**src/sic_pkg.sv**
```systemverilog
package sic_pkg;

  // ----------------------------------------------------------------
  // Bus addressing
  // ----------------------------------------------------------------
  localparam logic [6:0] DEV_ADDR = 7'h41;
  localparam logic RW_WRITE = 1'b0;
  localparam int REG_AW = 8;

  // ----------------------------------------------------------------
  // Transfer shape
  // ----------------------------------------------------------------
  localparam logic [2:0] BIT_LAST = 3'h7;
  localparam logic [2:0] BIT_FIRST = 3'h0;
  localparam logic [2:0] MAX_BYTES = 3'h4;
  localparam logic [2:0] IDX_FIRST = 3'h0;
  localparam logic [2:0] IDX_STEP = 3'h1;

  // ----------------------------------------------------------------
  // Strap capture and buffering
  // ----------------------------------------------------------------
  // Cycles after reset release before the synchronised strap is trusted
  localparam logic [1:0] STRAP_DLY = 2'h3;
  localparam logic [1:0] STRAP_STEP = 2'h1;
  localparam logic STRAP_BUS_LEVEL = 1'b0;
  localparam int FIFO_DEPTH = 8;
  localparam int FIFO_W = 18;

  typedef enum logic [2:0] {
    ST_IDLE     = 3'b000,
    ST_ADDR     = 3'b001,
    ST_ADDR_ACK = 3'b010,
    ST_REG      = 3'b011,
    ST_REG_ACK  = 3'b100,
    ST_DATA     = 3'b101,
    ST_DATA_ACK = 3'b110
  } sic_state_t;

endpackage

```
**src/sic_fifo.sv**
```systemverilog
`timescale 1ns/1ns
module sic_fifo #(
  parameter int WIDTH = sic_pkg::FIFO_W,
  parameter int DEPTH = sic_pkg::FIFO_DEPTH
) (
  input wire logic clk,
  input wire logic arst_n,
  input wire logic in_valid,
  output logic in_ready,
  input wire logic [WIDTH-1:0] in_data,
  output logic out_valid,
  input wire logic out_ready,
  output logic [WIDTH-1:0] out_data
);

  // ----------------------------------------------------------------
  // Storage and pointers
  // ----------------------------------------------------------------
  // Depth must be a power of two; the extra pointer bit tells full from empty
  localparam int AW = $clog2(DEPTH);

  logic [WIDTH-1:0] mem [DEPTH];
  logic [AW:0] wr_ptr_ff;
  logic [AW:0] rd_ptr_ff;
  logic [AW:0] nxt_wr_ptr;
  logic [AW:0] nxt_rd_ptr;
  logic do_push;
  logic do_pop;
  logic full;
  logic empty;

  always_comb begin
    empty = (wr_ptr_ff == rd_ptr_ff);
    full = (wr_ptr_ff[AW-1:0] == rd_ptr_ff[AW-1:0]) && (wr_ptr_ff[AW] != rd_ptr_ff[AW]);
    in_ready = !full;
    out_valid = !empty;
    do_push = in_valid && !full;
    do_pop = out_ready && !empty;
    nxt_wr_ptr = do_push ? wr_ptr_ff + (AW+1)'(1) : wr_ptr_ff;
    nxt_rd_ptr = do_pop ? rd_ptr_ff + (AW+1)'(1) : rd_ptr_ff;
    out_data = mem[rd_ptr_ff[AW-1:0]];
  end

  always_ff @(posedge clk or negedge arst_n) begin
    if (!arst_n) begin
      wr_ptr_ff <= '0;
      rd_ptr_ff <= '0;
    end else begin
      wr_ptr_ff <= nxt_wr_ptr;
      rd_ptr_ff <= nxt_rd_ptr;
    end
  end

  // No reset on the array: contents are only read behind a valid pointer
  always_ff @(posedge clk) begin
    if (do_push) begin
      mem[wr_ptr_ff[AW-1:0]] <= in_data;
    end
  end

endmodule

```
**src/sic_i2c_slave.sv**
```systemverilog
`timescale 1ns/1ns
module sic_i2c_slave #(
  parameter int FIFO_DEPTH = sic_pkg::FIFO_DEPTH,
  parameter logic [6:0] DEV_ADDR = sic_pkg::DEV_ADDR
) (
  input wire logic REF_CLK,
  input wire logic ARST_N,
  input wire logic STRAP_BUS_N,
  input wire logic MEAS_READY,
  input wire logic SCL_IN,
  input wire logic SDA_IN,
  output logic SDA_OUT,
  output logic SDA_OE,
  output logic UART_MODE,
  output logic BUS_BUSY,
  output logic WR_VALID,
  input wire logic WR_READY,
  output logic [7:0] WR_REG,
  output logic [1:0] WR_IDX,
  output logic [7:0] WR_DATA
);

  // ----------------------------------------------------------------
  // Pin synchronisers
  // ----------------------------------------------------------------
  logic scl_m_ff, scl_s_ff, scl_q_ff;
  logic sda_m_ff, sda_s_ff, sda_q_ff;
  logic rdy_m_ff, rdy_s_ff;
  logic strap_m_ff, strap_s_ff;
  logic nxt_scl_q, nxt_sda_q;

  always_comb begin
    nxt_scl_q = scl_s_ff;
    nxt_sda_q = sda_s_ff;
  end

  always_ff @(posedge REF_CLK or negedge ARST_N) begin
    if (!ARST_N) begin
      scl_m_ff <= 1'b1;
      scl_s_ff <= 1'b1;
      scl_q_ff <= 1'b1;
      sda_m_ff <= 1'b1;
      sda_s_ff <= 1'b1;
      sda_q_ff <= 1'b1;
      rdy_m_ff <= 1'b0;
      rdy_s_ff <= 1'b0;
      strap_m_ff <= 1'b1;
      strap_s_ff <= 1'b1;
    end else begin
      scl_m_ff <= SCL_IN;
      scl_s_ff <= scl_m_ff;
      scl_q_ff <= nxt_scl_q;
      sda_m_ff <= SDA_IN;
      sda_s_ff <= sda_m_ff;
      sda_q_ff <= nxt_sda_q;
      rdy_m_ff <= MEAS_READY;
      rdy_s_ff <= rdy_m_ff;
      strap_m_ff <= STRAP_BUS_N;
      strap_s_ff <= strap_m_ff;
    end
  end

  logic scl_rise, scl_fall, start_cond, stop_cond;

  // A data change while SCL stays high is a start or a stop
  always_comb begin
    scl_rise = scl_s_ff && !scl_q_ff;
    scl_fall = !scl_s_ff && scl_q_ff;
    start_cond = scl_s_ff && scl_q_ff && sda_q_ff && !sda_s_ff;
    stop_cond = scl_s_ff && scl_q_ff && !sda_q_ff && sda_s_ff;
  end

  // ----------------------------------------------------------------
  // Strap capture
  // ----------------------------------------------------------------
  // Waits for the synchroniser to fill, then freezes the mode until next reset
  logic [1:0] strap_cnt_ff, nxt_strap_cnt;
  logic lock_ff, nxt_lock;
  logic uart_ff, nxt_uart;

  always_comb begin
    nxt_strap_cnt = strap_cnt_ff;
    nxt_lock = lock_ff;
    nxt_uart = uart_ff;
    if (!lock_ff) begin
      if (strap_cnt_ff == sic_pkg::STRAP_DLY) begin
        nxt_lock = 1'b1;
        nxt_uart = (strap_s_ff != sic_pkg::STRAP_BUS_LEVEL);
      end else begin
        nxt_strap_cnt = strap_cnt_ff + sic_pkg::STRAP_STEP;
      end
    end
  end

  always_ff @(posedge REF_CLK or negedge ARST_N) begin
    if (!ARST_N) begin
      strap_cnt_ff <= 2'h0;
      lock_ff <= 1'b0;
      uart_ff <= 1'b0;
    end else begin
      strap_cnt_ff <= nxt_strap_cnt;
      lock_ff <= nxt_lock;
      uart_ff <= nxt_uart;
    end
  end

  // ----------------------------------------------------------------
  // Write buffer
  // ----------------------------------------------------------------
  logic push;
  logic push_ready;
  logic [sic_pkg::FIFO_W-1:0] push_word;
  logic [sic_pkg::FIFO_W-1:0] pop_word;

  sic_fifo #(
    .WIDTH(sic_pkg::FIFO_W),
    .DEPTH(FIFO_DEPTH)
  ) u_fifo (
    .clk(REF_CLK),
    .arst_n(ARST_N),
    .in_valid(push),
    .in_ready(push_ready),
    .in_data(push_word),
    .out_valid(WR_VALID),
    .out_ready(WR_READY),
    .out_data(pop_word)
  );

  always_comb begin
    WR_REG = pop_word[17:10];
    WR_IDX = pop_word[9:8];
    WR_DATA = pop_word[7:0];
  end

  // ----------------------------------------------------------------
  // Bus state machine
  // ----------------------------------------------------------------
  sic_pkg::sic_state_t state_ff, nxt_state;
  logic [2:0] bit_cnt_ff, nxt_bit_cnt;
  logic [7:0] shift_ff, nxt_shift;
  logic full8_ff, nxt_full8;
  logic ack_ff, nxt_ack;
  logic [7:0] reg_ff, nxt_reg;
  logic [2:0] idx_ff, nxt_idx;
  logic busy_ff, nxt_busy;
  logic active, byte_end, addr_hit, room;

  function automatic logic is_ack_state(input sic_pkg::sic_state_t s);
    return (s == sic_pkg::ST_ADDR_ACK) || (s == sic_pkg::ST_REG_ACK) || (s == sic_pkg::ST_DATA_ACK);
  endfunction

  always_comb begin
    active = lock_ff && !uart_ff && !rdy_s_ff;
    byte_end = scl_fall && full8_ff;
    addr_hit = (shift_ff[7:1] == DEV_ADDR) && (shift_ff[0] == sic_pkg::RW_WRITE);
    room = (idx_ff < sic_pkg::MAX_BYTES) && push_ready;
    push = active && !start_cond && !stop_cond && (state_ff == sic_pkg::ST_DATA) && byte_end && room;
    push_word = {reg_ff, idx_ff[1:0], shift_ff};
    nxt_state = state_ff;
    nxt_bit_cnt = bit_cnt_ff;
    nxt_shift = shift_ff;
    nxt_full8 = full8_ff;
    nxt_ack = ack_ff;
    nxt_reg = reg_ff;
    nxt_idx = idx_ff;
    if (!active) begin
      nxt_state = sic_pkg::ST_IDLE;
      nxt_ack = 1'b0;
      nxt_full8 = 1'b0;
    end else if (stop_cond) begin
      nxt_state = sic_pkg::ST_IDLE;
      nxt_ack = 1'b0;
      nxt_full8 = 1'b0;
    end else if (start_cond) begin
      // A start inside a transfer is out of sequence and drops it
      nxt_state = (state_ff == sic_pkg::ST_IDLE) ? sic_pkg::ST_ADDR : sic_pkg::ST_IDLE;
      nxt_bit_cnt = sic_pkg::BIT_FIRST;
      nxt_full8 = 1'b0;
      nxt_ack = 1'b0;
    end else begin
      unique case (state_ff)
        sic_pkg::ST_IDLE: begin
          nxt_ack = 1'b0;
        end
        sic_pkg::ST_ADDR, sic_pkg::ST_REG, sic_pkg::ST_DATA: begin
          if (scl_rise) begin
            nxt_shift = {shift_ff[6:0], sda_s_ff};
            nxt_bit_cnt = bit_cnt_ff + 3'h1;
            nxt_full8 = (bit_cnt_ff == sic_pkg::BIT_LAST);
          end else if (byte_end) begin
            nxt_full8 = 1'b0;
            nxt_bit_cnt = sic_pkg::BIT_FIRST;
            if (state_ff == sic_pkg::ST_ADDR) begin
              nxt_ack = addr_hit;
              nxt_state = addr_hit ? sic_pkg::ST_ADDR_ACK : sic_pkg::ST_IDLE;
            end else if (state_ff == sic_pkg::ST_REG) begin
              nxt_reg = shift_ff;
              nxt_idx = sic_pkg::IDX_FIRST;
              nxt_ack = 1'b1;
              nxt_state = sic_pkg::ST_REG_ACK;
            end else begin
              // Fifth byte or a full buffer is refused with no acknowledge
              nxt_ack = room;
              nxt_idx = room ? idx_ff + sic_pkg::IDX_STEP : idx_ff;
              nxt_state = room ? sic_pkg::ST_DATA_ACK : sic_pkg::ST_IDLE;
            end
          end
        end
        sic_pkg::ST_ADDR_ACK, sic_pkg::ST_REG_ACK, sic_pkg::ST_DATA_ACK: begin
          if (scl_fall) begin
            nxt_ack = 1'b0;
            nxt_state = (state_ff == sic_pkg::ST_ADDR_ACK) ? sic_pkg::ST_REG : sic_pkg::ST_DATA;
          end
        end
        default: begin
          nxt_state = sic_pkg::ST_IDLE;
          nxt_ack = 1'b0;
        end
      endcase
    end
    nxt_busy = (nxt_state != sic_pkg::ST_IDLE);
  end

  always_ff @(posedge REF_CLK or negedge ARST_N) begin
    if (!ARST_N) begin
      state_ff <= sic_pkg::ST_IDLE;
      bit_cnt_ff <= 3'h0;
      shift_ff <= 8'h00;
      full8_ff <= 1'b0;
      ack_ff <= 1'b0;
      reg_ff <= 8'h00;
      idx_ff <= 3'h0;
      busy_ff <= 1'b0;
    end else begin
      state_ff <= nxt_state;
      bit_cnt_ff <= nxt_bit_cnt;
      shift_ff <= nxt_shift;
      full8_ff <= nxt_full8;
      ack_ff <= nxt_ack;
      reg_ff <= nxt_reg;
      idx_ff <= nxt_idx;
      busy_ff <= nxt_busy;
    end
  end

  // Open drain: only ever pulls low, and only for an acknowledge
  always_comb begin
    SDA_OUT = 1'b0;
    SDA_OE = ack_ff;
    UART_MODE = uart_ff;
    BUS_BUSY = busy_ff;
  end
endmodule

```
**config.mk**
```make
export PLATFORM = sky130hd
export DESIGN_NAME = sic_i2c_slave
export DESIGN_NICKNAME = d
export VERILOG_FILES = /design/src/sic_pkg.sv /design/src/sic_fifo.sv /design/src/sic_i2c_slave.sv
export SDC_FILE = /design/constraint.sdc
export NUM_CORES = 1
export LEC_CHECK = 0
export BUFFER_PORTS_ARGS = -buffer_cell sky130_fd_sc_hd__buf_4
export CAP_MARGIN = 20
export CORE_ASPECT_RATIO = 0.5
export CORE_MARGIN = 4
export CORE_UTILIZATION = 30
export CTS_CLUSTER_DIAMETER = 100
export DETAILED_ROUTE_END_ITERATION = 10
export GPL_ROUTABILITY_DRIVEN = 0
export PLACE_DENSITY_LB_ADDON = 0.2
export SLEW_MARGIN = 20
export SYNTH_ARGS = -nofsm -noshare
export SYNTH_HDL_FRONTEND = slang
export SYNTH_SLANG_ARGS = --single-unit
```
**constraint.sdc**
```tcl
create_clock -name REF_CLK -period 7.35 [get_ports REF_CLK]
set_clock_uncertainty 0.15 [all_clocks]
set_input_delay 1.1025 -clock REF_CLK [delete_from_list [all_inputs] [get_ports REF_CLK]]
set_output_delay 1.1025 -clock REF_CLK [all_outputs]
set_load 0.005 [all_outputs]
```
==> metrics.md <==
| Metric | Value |
|---|---|
| VDD IR max | 0.000160 V |
| Max cap viols | 0 |
| Net Sw Frac | 21.6% |
| Initial DRC count | 265 |
| Comb power frac | 0.8% |
| Via density | 4.63 |
| Setup bufs post-CTS | 0 |
| Synth Area in Simple Gates | 6.29% |
| Share of cells above drive strength 1 | 34.6% |
| I/O pin count | 30 |
| First-pass GRT wire length | 24400 um |
| Fin crit period | 4010 ps |
| CTS sink count | 194 |
| Buffers on Ports | 28 |
| Endpoint arrival time on the critical path | 2760 ps |
| Largest family of logic cells by synthesized area | multiplexers |
| Post-synthesis xor/xnor area fraction | 1.67% |
| Final WL | 15500 um |
| CP startpoint kind | flip-flop |
| CP endpoint kind | primary output |
| HP Class | reg -> reg |
| Total GRT Usage | 11.4% |
| Unrepaired setup endpoints after global routing | false |
| Least-Margin Pin Slew | 1060 ps |
| Die width | 236 um |
| Gr ovfl total | 0 |
| First-pass DRT Iterations | 4 |
| Clk_lat worst skew | 430 ps |
| Final Hold Viols | 0 |
| Crit path largest cell delay | 1040 ps |
| PwrDens | 230 nW/um2 |
| Worst-path clk slew | 70 ps |
| Hold Path Sink | nxt_sda_q |
| Multiplexer area fraction after synthesis | 14.8% |
| Hold Startpoint | sda_m_ff |
| Final period util | 54.5% |
| Yosys warns | 0 |
| CTS buffer count | 17 |
| Net Sw Power | 446 uW |
| Synthesized-area fraction occupied by adder cells | 0.965% |
| Max_slew headroom | 29.5% |
| Cell-internal power | 1.62 mW |
| Via count | 3742 |
| # resized after CTS | 0 |
| Detail Placement HPWL | 9320 um |
| Main synth FF type | edfxtp_1 |
| CP max FO | 21 |
| Initial antenna violation count | 0 |
| Peak Freq | 249 MHz |
| Seq cells post-synth | 194 |
| Reg2reg start | u_fifo.rd_ptr_ff[1] |
| Outcome | finished clean |
| CORE AREA | 25300 um2 |
| Post-synth EDFFs | 144 |
| Leakage | 2.79 nW |
| Final Util | 35.4% |
| Worst path most repeated cell | buf_4 |
| Mapped cell area | 7780 um2 |
| Family with the most delay on the worst path | flip-flops |
| ANT nets after route | 0 |
| Register area share after synthesis | 71.8% |
| Antenna diodes | 0 |
| Hold Path Stages | 0 |
| TNS Setup | 0 ps |
| Cts hold-fix bufs | 0 |
| Setup Crit Path Kind | reg -> out |
| Fill cell count | 2379 |
| Vias in the first global route | 4034 |
| Root Buffer | clkbuf_16 |
| DRC | 0 |
| Compound-Gate Fraction of Synth Area | 2.88% |
| Largest net degree at the start of global routing | 51 |
| Slew Limit Fails | 0 |
| Layout area overhead | 15.5% |
| Synth cell types | 50 |
| Async SR Flop Fraction | 25.8% |
| Buffers plus inverters on the worst setup path | 2 |
| Rows | 41 |
| Reg2Reg Depth | 6 |
| Flop pwr share | 56.9% |
| Avg Cell Area, Syn | 18.8 um2 |
| Clk buf depth | 2 |
| Worst path required time | 6100 ps |
| Chip height | 122 um |
| Die area | 28700 um2 |
| Initial Utilization | 30.7% |
| Setup violators final | 0 |
| H-tree depth | 4 |
| R2r setup slk | 3850 ps |
| Worst reg2reg path endpoint | u_fifo.mem[3][5] |
| Syn nets | 427 |
| Critical path's slowest cell | dfrtp_1 |
| Post-Synthesis Cells | 414 |
| Crit path cell chain | buf_4 -> mux4_2 -> mux2_2 -> buf_4 |
| Clk pwr share | 42.3% |
| Routed length per placed instance | 19.2 um |
| TritonCTS clock tree | yes |
| Nets | 465 |
[synth_stat cells (6+ instances only)]
master / number / area (um2)
buf_2: 6 / 30.0
dfrtp_1: 42 / 1050
dfstp_2: 8 / 210
edfxtp_1: 144 / 4320
ha_1: 6 / 75.1
mux2_2: 30 / 338
mux4_2: 36 / 811
nand2_1: 39 / 146
nand3_1: 8 / 40.0
nor2_1: 6 / 22.5
o21ai_0: 7 / 35.0
xnor2_1: 8 / 70.1
[metrics by stage]
step / power, mW / hold slack, ps / worst slack, ps / instance area, um2 / instances
floorplan: 1.20 / 181 / 3770 / 7780 / 414
global placement: 1.21 / 185 / 3640 / 8420 / 776
detailed placement: 1.21 / 198 / 3760 / 8440 / 777
CTS: 2.09 / 209 / 3280 / 8980 / 809
global route: 2.14 / 214 / 3210 / 8980 / 809
finish: 2.06 / 209 / 3340 / 8980 / 809
[state kept, by name, summed over array words and instances, names as in the netlist, 2 cells and up]
signal            count
u_fifo.mem          144
reg_ff                8
shift_ff              8
u_fifo.rd_ptr_ff      4
u_fifo.wr_ptr_ff      4
bit_cnt_ff            3
idx_ff                3
state_ff              3
strap_cnt_ff          2
[area by class of cell]
type	instances	area (um2)	area share, %
clock buffers	17	425	4.74
clock inverters	15	121	1.35
inverters	2	7.51	0.0836
multi-input cells	199	2120	23.6
flip-flops and latches	194	5590	62.2
well taps	344	430	4.79
repair buffers	38	293	3.26
[power by group through the flow]
stage | Clock, mW | Combinational (mW) | Sequential, mW
after floorplan | 0 | 0.00700 | 1.20
after global placement | 0 | 0.0169 | 1.20
after detailed placement | 0 | 0.0171 | 1.20
after CTS | 0.901 | 0.0171 | 1.17
after global routing | 0.945 | 0.0189 | 1.17
final | 0.873 | 0.0163 | 1.17
[layer usage]
metal | global-route usage [%] | routed length [um] | vias up
met2 | 17.5 | 7140 | 46
met4 | 3.22 | 189 | 0
li1 | - | - | 1698
met1 | 16.2 | 7670 | 1983
met5 | 0 | 0 | -
met3 | 3.10 | 518 | 15
[cells by family (layout without fill, tap and decap cells)]
logic type      Yosys count  count (layout)
simple gates             83              83
mux                      66              66
flops                   194             194
compound gates           29              29
xor+xnor                 14              14
fa+ha+maj                 6               6
buf+inv                  21              72
other cells               1               1
[worst register-to-register path, stage by stage, from the launching register on]
cell and delay (ps):
dfrtp_1 1040, xnor2_1 300, a41oi_4 320, and4_4 330
nand2_4 100, nor3b_4 620, buf_4 350
[how the worst max path moves through the flow]
stage                                   start           endpoint  cells after the start
final                     u_fifo.rd_ptr_ff[1]          WR_REG[3]                      4
after detailed placement  u_fifo.rd_ptr_ff[1]          WR_REG[3]                      4
after CTS                 u_fifo.rd_ptr_ff[1]          WR_REG[3]                      4
after global placement    u_fifo.rd_ptr_ff[1]  u_fifo.mem[5][11]                      5
after global routing      u_fifo.rd_ptr_ff[1]          WR_REG[3]                      4
after floorplan                      scl_q_ff   u_fifo.mem[0][0]                      4
[cells in the final DEF (no fill, tap or decap), drive strengths merged, types with 3 or more instances in the layout]
cell type and instances:
ha 6, xnor2 8, dfrtp 42, xor2 6, inv 9, dfstp 8, nor3 4, edfxtp 144
and3 4, mux4 36, nor4b 4, o211ai 3, a22o 6, nor3b 3, clkinv 5, nor2 7
o21ai 7, clkinvlp 3, nand3 8, nand2 40, clkbuf 17, nor2b 5, a21oi 3, mux2 30
a31oi 3, buf 38
No activity file was read; power rests on OpenSTA's default activity.
